--- src/design/event_monitor_consts.vh ---
// register offsets, field positions and mode codes of the event monitor
// Summary of operation
// mask bit 0 set to 1 keeps the data-received event from raising its flag, 0 lets it through.
// mask bit 1 set to 1 keeps a charge state change from raising its flag, 0 lets it through.
// mask bit 2 set to 1 keeps converter overcurrent from showing in its flag, 0 lets it through.
// mask bit 3 set to 1 keeps regulator current limit from showing in its flag, 0 lets it through.
// flag bit 0 is set when wireless data arrives and clears after the flag register is read.
// flag bit 1 is set on a charge state change and clears after the flag register is read.
// flag bit 2 reads 1 while converter overcurrent is detected and is not cleared by a read.
// flag bit 3 reads 1 while the regulator is current limiting and is not cleared by a read.
// the mode code reads 0 or 1 for shutdown, 2 to 7 charge mode 1, 8 charge mode 2, 9 discharge.
// the mode code is a four-bit field at bit 0 of its register.
// reserved and unused bits read as zero and ignore writes.
`ifndef EVENT_MONITOR_CONSTS_VH
`define EVENT_MONITOR_CONSTS_VH

`define ADDR_RESERVED_BLOCK_A   8'h2D
`define ADDR_RESERVED_BLOCK_B   8'h2E
`define ADDR_EVENT_NOTIFY_MASK  8'h2F
`define ADDR_EVENT_FLAGS        8'h30
`define ADDR_OPERATING_MODE     8'h31

`define BIT_RX_DATA             0
`define BIT_CHARGE_CHANGE       1
`define BIT_CONV_OVERCURRENT    2
`define BIT_REG_LIMIT           3

`define EVENT_FIELD_MASK        8'h0F
`define MASK_RESET              4'h0
`define FLAGS_RESET             4'h0
`define MODE_RESET              4'h0
`define RDATA_RESET             8'h00
`define RSVD_READ_VALUE         8'h00
`define FIELD_PAD               4'h0
`define MODE_DECODE_RESET       4'h8
`define DEC_SHUTDOWN            3
`define DEC_CHARGE1             2
`define DEC_CHARGE2             1
`define DEC_DISCHARGE           0

`define MODE_CHARGE1_MIN        4'h2
`define MODE_CHARGE1_MAX        4'h7
`define MODE_CHARGE2            4'h8
`define MODE_DISCHARGE          4'h9

`endif

--- src/design/event_mask_flag_and_mode_monitor.v ---
// event mask, flag and operating mode registers of the receiver
`include "event_monitor_consts.vh"

module event_mask_flag_and_mode_monitor (
    // clock and reset
    input  wire       i_ref_clk,
    input  wire       i_rst_n,
    // register access
    input  wire [7:0] i_reg_addr,
    input  wire       i_reg_wr,
    input  wire       i_reg_rd,
    input  wire [7:0] i_reg_wdata,
    output reg  [7:0] o_reg_rdata,
    // event sources
    input  wire       i_rx_data_event,
    input  wire       i_charge_state_event,
    input  wire       i_converter_overcurrent,
    input  wire       i_regulator_limit,
    input  wire [3:0] i_operating_mode_code,
    // decoded mode
    output reg        o_mode_shutdown,
    output reg        o_mode_charge1,
    output reg        o_mode_charge2,
    output reg        o_mode_discharge
);

    localparam [3:0] FLAGS_INIT  = `FLAGS_RESET;
    localparam [3:0] DECODE_INIT = `MODE_DECODE_RESET;

    // register contents and their next values
    reg  [3:0] mask_q;
    reg  [3:0] mask_d;
    reg        rx_flag_q;
    reg        rx_flag_d;
    reg        charge_flag_q;
    reg        charge_flag_d;
    reg        overcurrent_flag_q;
    reg        overcurrent_flag_d;
    reg        limit_flag_q;
    reg        limit_flag_d;
    reg  [3:0] mode_q;
    reg  [3:0] mode_d;
    reg  [7:0] rdata_d;
    reg        shutdown_d;
    reg        charge1_d;
    reg        charge2_d;
    reg        discharge_d;
    // register selects
    reg        sel_rsvd_a;
    reg        sel_rsvd_b;
    reg        sel_mask;
    reg        sel_flags;
    reg        sel_mode;
    // strobes, qualified events and the flag word
    wire       mask_write;
    wire       flags_read;
    wire       rx_data_hit;
    wire       charge_change_hit;
    wire       overcurrent_live;
    wire       limit_live;
    wire [3:0] flags_word;

    // true when the bus address selects the given register
    function addr_is;
        input [7:0] addr;
        input [7:0] target;
        begin
            addr_is = (addr == target);
        end
    endfunction

    // an event reaches its flag only while its mask bit is clear
    function notify;
        input source;
        input mask_bit;
        begin
            notify = source && !mask_bit;
        end
    endfunction

    // field in the low nibble, upper bits read as zero
    function [7:0] pad_field;
        input [3:0] field;
        begin
            pad_field = {`FIELD_PAD, field};
        end
    endfunction

    // mode code classes
    function mode_is_shutdown;
        input [3:0] code;
        begin
            mode_is_shutdown = (code < `MODE_CHARGE1_MIN);
        end
    endfunction

    function mode_is_charge1;
        input [3:0] code;
        begin
            mode_is_charge1 = (code >= `MODE_CHARGE1_MIN) && (code <= `MODE_CHARGE1_MAX);
        end
    endfunction

    function mode_is_charge2;
        input [3:0] code;
        begin
            mode_is_charge2 = (code == `MODE_CHARGE2);
        end
    endfunction

    function mode_is_discharge;
        input [3:0] code;
        begin
            mode_is_discharge = (code == `MODE_DISCHARGE);
        end
    endfunction

    // at most one select is high
    always @* begin
        sel_rsvd_a = 1'b0;
        sel_rsvd_b = 1'b0;
        sel_mask   = 1'b0;
        sel_flags  = 1'b0;
        sel_mode   = 1'b0;
        if (addr_is(i_reg_addr, `ADDR_RESERVED_BLOCK_A)) begin
            sel_rsvd_a = 1'b1;
        end else if (addr_is(i_reg_addr, `ADDR_RESERVED_BLOCK_B)) begin
            sel_rsvd_b = 1'b1;
        end else if (addr_is(i_reg_addr, `ADDR_EVENT_NOTIFY_MASK)) begin
            sel_mask = 1'b1;
        end else if (addr_is(i_reg_addr, `ADDR_EVENT_FLAGS)) begin
            sel_flags = 1'b1;
        end else if (addr_is(i_reg_addr, `ADDR_OPERATING_MODE)) begin
            sel_mode = 1'b1;
        end
    end

    assign mask_write        = i_reg_wr && sel_mask;
    assign flags_read        = i_reg_rd && sel_flags;
    assign rx_data_hit       = notify(i_rx_data_event, mask_q[`BIT_RX_DATA]);
    assign charge_change_hit = notify(i_charge_state_event, mask_q[`BIT_CHARGE_CHANGE]);
    assign overcurrent_live  = notify(i_converter_overcurrent,
                                      mask_q[`BIT_CONV_OVERCURRENT]);
    assign limit_live        = notify(i_regulator_limit, mask_q[`BIT_REG_LIMIT]);
    assign flags_word        = {limit_flag_q, overcurrent_flag_q, charge_flag_q, rx_flag_q};

    // writes land only in the four mask bits
    always @* begin
        mask_d = mask_q;
        if (mask_write) begin
            mask_d = i_reg_wdata[3:0];
        end
    end

    // read clears latched events; a new event in the same cycle wins
    always @* begin
        rx_flag_d = rx_flag_q;
        if (flags_read) begin
            rx_flag_d = 1'b0;
        end
        if (rx_data_hit) begin
            rx_flag_d = 1'b1;
        end
    end

    always @* begin
        charge_flag_d = charge_flag_q;
        if (flags_read) begin
            charge_flag_d = 1'b0;
        end
        if (charge_change_hit) begin
            charge_flag_d = 1'b1;
        end
    end

    // level flags follow their detector and ignore the read
    always @* begin
        overcurrent_flag_d = overcurrent_live;
    end

    always @* begin
        limit_flag_d = limit_live;
    end

    // code is sampled, then classified a cycle later
    always @* begin
        mode_d = i_operating_mode_code;
    end

    always @* begin
        shutdown_d = mode_is_shutdown(mode_q);
    end

    always @* begin
        charge1_d = mode_is_charge1(mode_q);
    end

    always @* begin
        charge2_d = mode_is_charge2(mode_q);
    end

    always @* begin
        discharge_d = mode_is_discharge(mode_q);
    end

    // unmapped and reserved addresses read as zero
    always @* begin
        rdata_d = `RSVD_READ_VALUE;
        if (sel_mask) begin
            rdata_d = pad_field(mask_q);
        end else if (sel_flags) begin
            rdata_d = pad_field(flags_word);
        end else if (sel_mode) begin
            rdata_d = pad_field(mode_q);
        end else if (sel_rsvd_a || sel_rsvd_b) begin
            rdata_d = `RSVD_READ_VALUE;
        end
    end

    // storage: synchronous reset, one process per register
    always @(posedge i_ref_clk) begin
        if (!i_rst_n) begin
            mask_q <= `MASK_RESET;
        end else begin
            mask_q <= mask_d;
        end
    end

    always @(posedge i_ref_clk) begin
        if (!i_rst_n) begin
            rx_flag_q <= FLAGS_INIT[`BIT_RX_DATA];
        end else begin
            rx_flag_q <= rx_flag_d;
        end
    end

    always @(posedge i_ref_clk) begin
        if (!i_rst_n) begin
            charge_flag_q <= FLAGS_INIT[`BIT_CHARGE_CHANGE];
        end else begin
            charge_flag_q <= charge_flag_d;
        end
    end

    always @(posedge i_ref_clk) begin
        if (!i_rst_n) begin
            overcurrent_flag_q <= FLAGS_INIT[`BIT_CONV_OVERCURRENT];
        end else begin
            overcurrent_flag_q <= overcurrent_flag_d;
        end
    end

    always @(posedge i_ref_clk) begin
        if (!i_rst_n) begin
            limit_flag_q <= FLAGS_INIT[`BIT_REG_LIMIT];
        end else begin
            limit_flag_q <= limit_flag_d;
        end
    end

    always @(posedge i_ref_clk) begin
        if (!i_rst_n) begin
            mode_q <= `MODE_RESET;
        end else begin
            mode_q <= mode_d;
        end
    end

    // read data lags the address by one cycle
    always @(posedge i_ref_clk) begin
        if (!i_rst_n) begin
            o_reg_rdata <= `RDATA_RESET;
        end else begin
            o_reg_rdata <= rdata_d;
        end
    end

    always @(posedge i_ref_clk) begin
        if (!i_rst_n) begin
            o_mode_shutdown <= DECODE_INIT[`DEC_SHUTDOWN];
        end else begin
            o_mode_shutdown <= shutdown_d;
        end
    end

    always @(posedge i_ref_clk) begin
        if (!i_rst_n) begin
            o_mode_charge1 <= DECODE_INIT[`DEC_CHARGE1];
        end else begin
            o_mode_charge1 <= charge1_d;
        end
    end

    always @(posedge i_ref_clk) begin
        if (!i_rst_n) begin
            o_mode_charge2 <= DECODE_INIT[`DEC_CHARGE2];
        end else begin
            o_mode_charge2 <= charge2_d;
        end
    end

    always @(posedge i_ref_clk) begin
        if (!i_rst_n) begin
            o_mode_discharge <= DECODE_INIT[`DEC_DISCHARGE];
        end else begin
            o_mode_discharge <= discharge_d;
        end
    end

endmodule

--- config.mk ---
export PLATFORM = sky130hd
export DESIGN_NAME = event_mask_flag_and_mode_monitor
export DESIGN_NICKNAME = d
export VERILOG_FILES = /design/src/design/event_mask_flag_and_mode_monitor.v
export VERILOG_INCLUDE_DIRS = /design/src /design/src/design
export SDC_FILE = /design/constraint.sdc
export NUM_CORES = 1
export LEC_CHECK = 0
export BUFFER_PORTS_ARGS = -buffer_cell sky130_fd_sc_hd__buf_2
export CORE_AREA = 2 2 49 51
export CTS_CLUSTER_DIAMETER = 100
export DETAILED_ROUTE_END_ITERATION = 10
export DIE_AREA = 0 0 51 53
export GPL_ROUTABILITY_DRIVEN = 0
export PLACE_DENSITY = 0.75
export REMOVE_ABC_BUFFERS = 1
export SKIP_LAST_GASP = 1
export SLEW_MARGIN = 40
export SYNTH_ARGS = -nofsm -noshare
export SYNTH_HDL_FRONTEND = slang
export SYNTH_SLANG_ARGS = --single-unit
--- constraint.sdc ---
create_clock -name i_ref_clk -period 1.07 [get_ports i_ref_clk]
set_input_delay 0.1605 -clock i_ref_clk [delete_from_list [all_inputs] [get_ports i_ref_clk]]
set_output_delay 0.1605 -clock i_ref_clk [all_outputs]
set_load 0.02 [all_outputs]
==> impl_metrics.py <==
metrics = {
    "timing": {
        "fin_worst_skew_ns": 0.00401,
        "finalWorstSetupSlack_ns": 0.122,
        "min_period_ns": 0.948,
        "max_freq_mhz": 1050,
        "hold_violations": 0,
        "rsz0062_at_grt": "no",
        "maxSlewViolCount": 0,
        "min_period_over_period": 0.886,
        "setup_viol": 0,
    },
    "critical_path": {
        "critPathSlowestCell": "dfxtp_1",
        "critPathArrivalTime_ns": 0.79,
        "timing.reg2reg.setup_slack_ns": 0.23,
        "end_kind": "output pin",
        "cp.required_ns": 0.91,
        "cp-start-kind": "flop",
        "max_stage_delay_ns": 0.33,
        "critical_path_buf_inv_count": 1,
        "path_cells": "buf_2",
        "r2r_end": "o_reg_rdata[3]$_SDFF_PN0_",
        "crit_family": "flip-flops",
        "worstRegToRegCells": 2,
        "worstPathMaxFanout": 1,
        "crit_type": "flop to output pin",
        "r2r_start": "mode_is_charge1.code[3]$_SDFF_PN0_",
    },
    "route": {
        "drc": 0,
        "wl_per_cell_um": 11.7,
        "routed_wl_mm": 1.80,
        "firstDrtPassIters": 4,
        "drtAntennaViolNets": 0,
        "dr.first_iter.drc_count": 6,
        "viasPerCell": 5.19,
        "vias": 794,
    },
    "power": {
        "p_switching_mw": 0.325,
        "p_leak_nw": 0.474,
        "power_frac_comb": 0.102,
        "p_int_mw": 1.22,
        "irDropWorstVdd_mv": 0.622,
        "report.power.total_mw": 1.55,
        "p_per_area_nw_per_um2": 1410,
        "seq_power_share": 0.506,
        "clkPwrFrac": 0.391,
        "sw_frac_of_total": 0.210,
    },
    "global_route": {
        "grt_antenna_before_repair": 0,
        "grt_pass1_wl_mm": 2.92,
        "grt_pass1_vias": 733,
        "grt_usage": 0.146,
        "grt-ovfl-total": 0,
        "grt_max_degree": 13,
    },
    "floorplanning": {
        "die_x_um": 51,
        "die_h_um": 53,
        "top_level_ports": 40,
        "start_util": 0.384,
        "dieArea_sq_um": 2700,
        "rows": 17,
        "fp.coreArea_sq_um": 2150,
    },
    "synth": {
        "ys.flop_type": "dfxtp_1",
        "ys_warn_count": 0,
        "synth_commonest_cells": "20 x dfxtp_1, 8 x nand3_1, 5 x o31ai_1",
        "synthMostInstantiatedCell": "dfxtp_1",
        "syn-instance-count": 86,
        "ys_top_cells_by_area": "dfxtp_1 49%, nand3_1 4.9%, o31ai_1 4.6%",
        "synthSimpleGateAreaFrac": 0.294,
        "syn_area_per_cell_sq_um": 9.59,
        "synth-xor-area-share": 0,
        "synth_async_sr_flop_share": 0,
        "synthMuxAreaShare": 0,
        "yosys.area.top_type": "dfxtp_1",
        "ys_seq_area_frac": 0.486,
        "syn_area_sq_um": 825,
        "synth_compound_area_frac": 0.146,
        "yosys.area.top_type_share": 0.486,
        "synth_top_family_by_area": "simple AND/OR/NAND/NOR gates",
        "synth-edff-count": 0,
        "synthAdderAreaFrac": 0,
        "ys_seq_elements": 20,
        "yosysUniqueCellTypes": 26,
    },
    "cells_and_area": {
        "drive_gt1_frac": 0.360,
        "antenna_cells": 0,
        "reg.largest.list": "mask_q x4, mode_is_charge1.code x4, o_reg_rdata x4",
        "final_cell_count_no_fill": 153,
        "finish.net_count": 154,
        "area_growth_pct": 32.9,
    },
    "cts": {
        "holdBufCountCts": 0,
        "cts_root_buf": "clkbuf_4",
        "htree_num_levels": 1,
        "clk_path_buf_depth": 2,
        "cts_tree": "done",
        "cts.repair_timing.setup_buffer_count": 0,
        "clk_latency_ns": 0.30,
        "ctsResizeCount": 0,
        "clk_pin_slew_ns": 0.11,
        "numCtsBuffers": 3,
        "cts.sinks": 20,
    },
    "worst_hold_path": {
        "hold_class": "primary input to flop",
        "min_path_cells": 2,
        "hp-start": "i_operating_mode_code[2]",
        "hold_path_end": "mode_is_charge1.code[2]$_SDFF_PN0_",
    },
    "place": {
        "port_buffers": 31,
        "place_hpwl_mm": 1.41,
        "dp_cells": 149,
        "pre_cts_slack_ns": -0.143,
    },
    "job": {
        "drv_cap": 0,
    },
    "status": {
        "status": "finished clean",
    },
}
==> final cells by class <==
| class | count | area [sq um] |
|---|---|---|
| clock inverters | 1 | 30.0 |
| flip-flops and latches | 20 | 400 |
| well taps | 28 | 35.0 |
| repair buffers | 39 | 215 |
| inverters | 4 | 15.0 |
| multi-input cells | 58 | 378 |
| clock buffers | 3 | 22.5 |
| fillers | 204 | 1050 |
==> layout by cell type, fill, tap and decap left out, drive strengths merged, types with 3 or more instances in the layout <==
| master | n |
|---|---|
| nor2 | 3 |
| dfxtp | 20 |
| and2 | 4 |
| a311oi | 4 |
| nor4b | 3 |
| inv | 4 |
| conb | 4 |
| clkbuf | 3 |
| nand3 | 8 |
| a21oi | 4 |
| nand4 | 4 |
| o31ai | 5 |
| nor3 | 4 |
| buf | 39 |
| nand2 | 4 |
==> through the flow <==
step	hold slack [ns]	utilization	area, sq um	TNS, ns
detailed placement	0.371	0.486	1040	-1.08
global route	0.0420	0.510	1100	0
finish	0.0553	0.510	1100	0
CTS	0.0552	0.510	1100	0
floorplan	0.254	-	793	-2.54
global placement	0.363	0.486	1040	-0.738
==> logic make-up (layout without fill, tap and decap cells) <==
| group | count (synthesis) | in the layout |
|---|---|---|
| AO/OA/AOI/OAI | 17 | 17 |
| buffers and inverters | 11 | 47 |
| flip-flops | 20 | 20 |
| other | 1 | 4 |
| AND/OR/NAND/NOR | 37 | 37 |
==> layer usage <==
metal  global-route usage  part of all wire  routed length (um)
met4               0.0856             0.022                  40
met3               0.0339             0.052                  93
met1                0.153              0.38                 683
met5                    0                 0                   0
met2                0.266              0.55                 980
==> worst max path at each step <==
stage                               from                         to  cells past startpoint
2_1_floorplan              i_reg_addr[0]  o_reg_rdata[0]$_SDFF_PN0_                      3
3_3_place_gp               i_reg_addr[2]  o_reg_rdata[1]$_SDFF_PN0_                      5
3_5_place_dp               i_reg_addr[7]  o_reg_rdata[3]$_SDFF_PN0_                      5
4_1_cts        o_mode_charge2$_SDFF_PN0_             o_mode_charge2                      1
5_1_grt        o_reg_rdata[2]$_SDFF_PN0_             o_reg_rdata[2]                      1
6_report       o_reg_rdata[3]$_SDFF_PN0_             o_reg_rdata[3]                      1
==> power groups by stage <==
stage               logic, mW  registers, mW  clock network, mW
floorplan              0.0614          0.806                  0
global placement        0.152          0.799                  0
detailed placement      0.158          0.800                  0
CTS                     0.159          0.783              0.612
global route            0.173          0.786              0.650
finish                  0.158          0.783              0.605
Power figures use the tool's default switching activity.
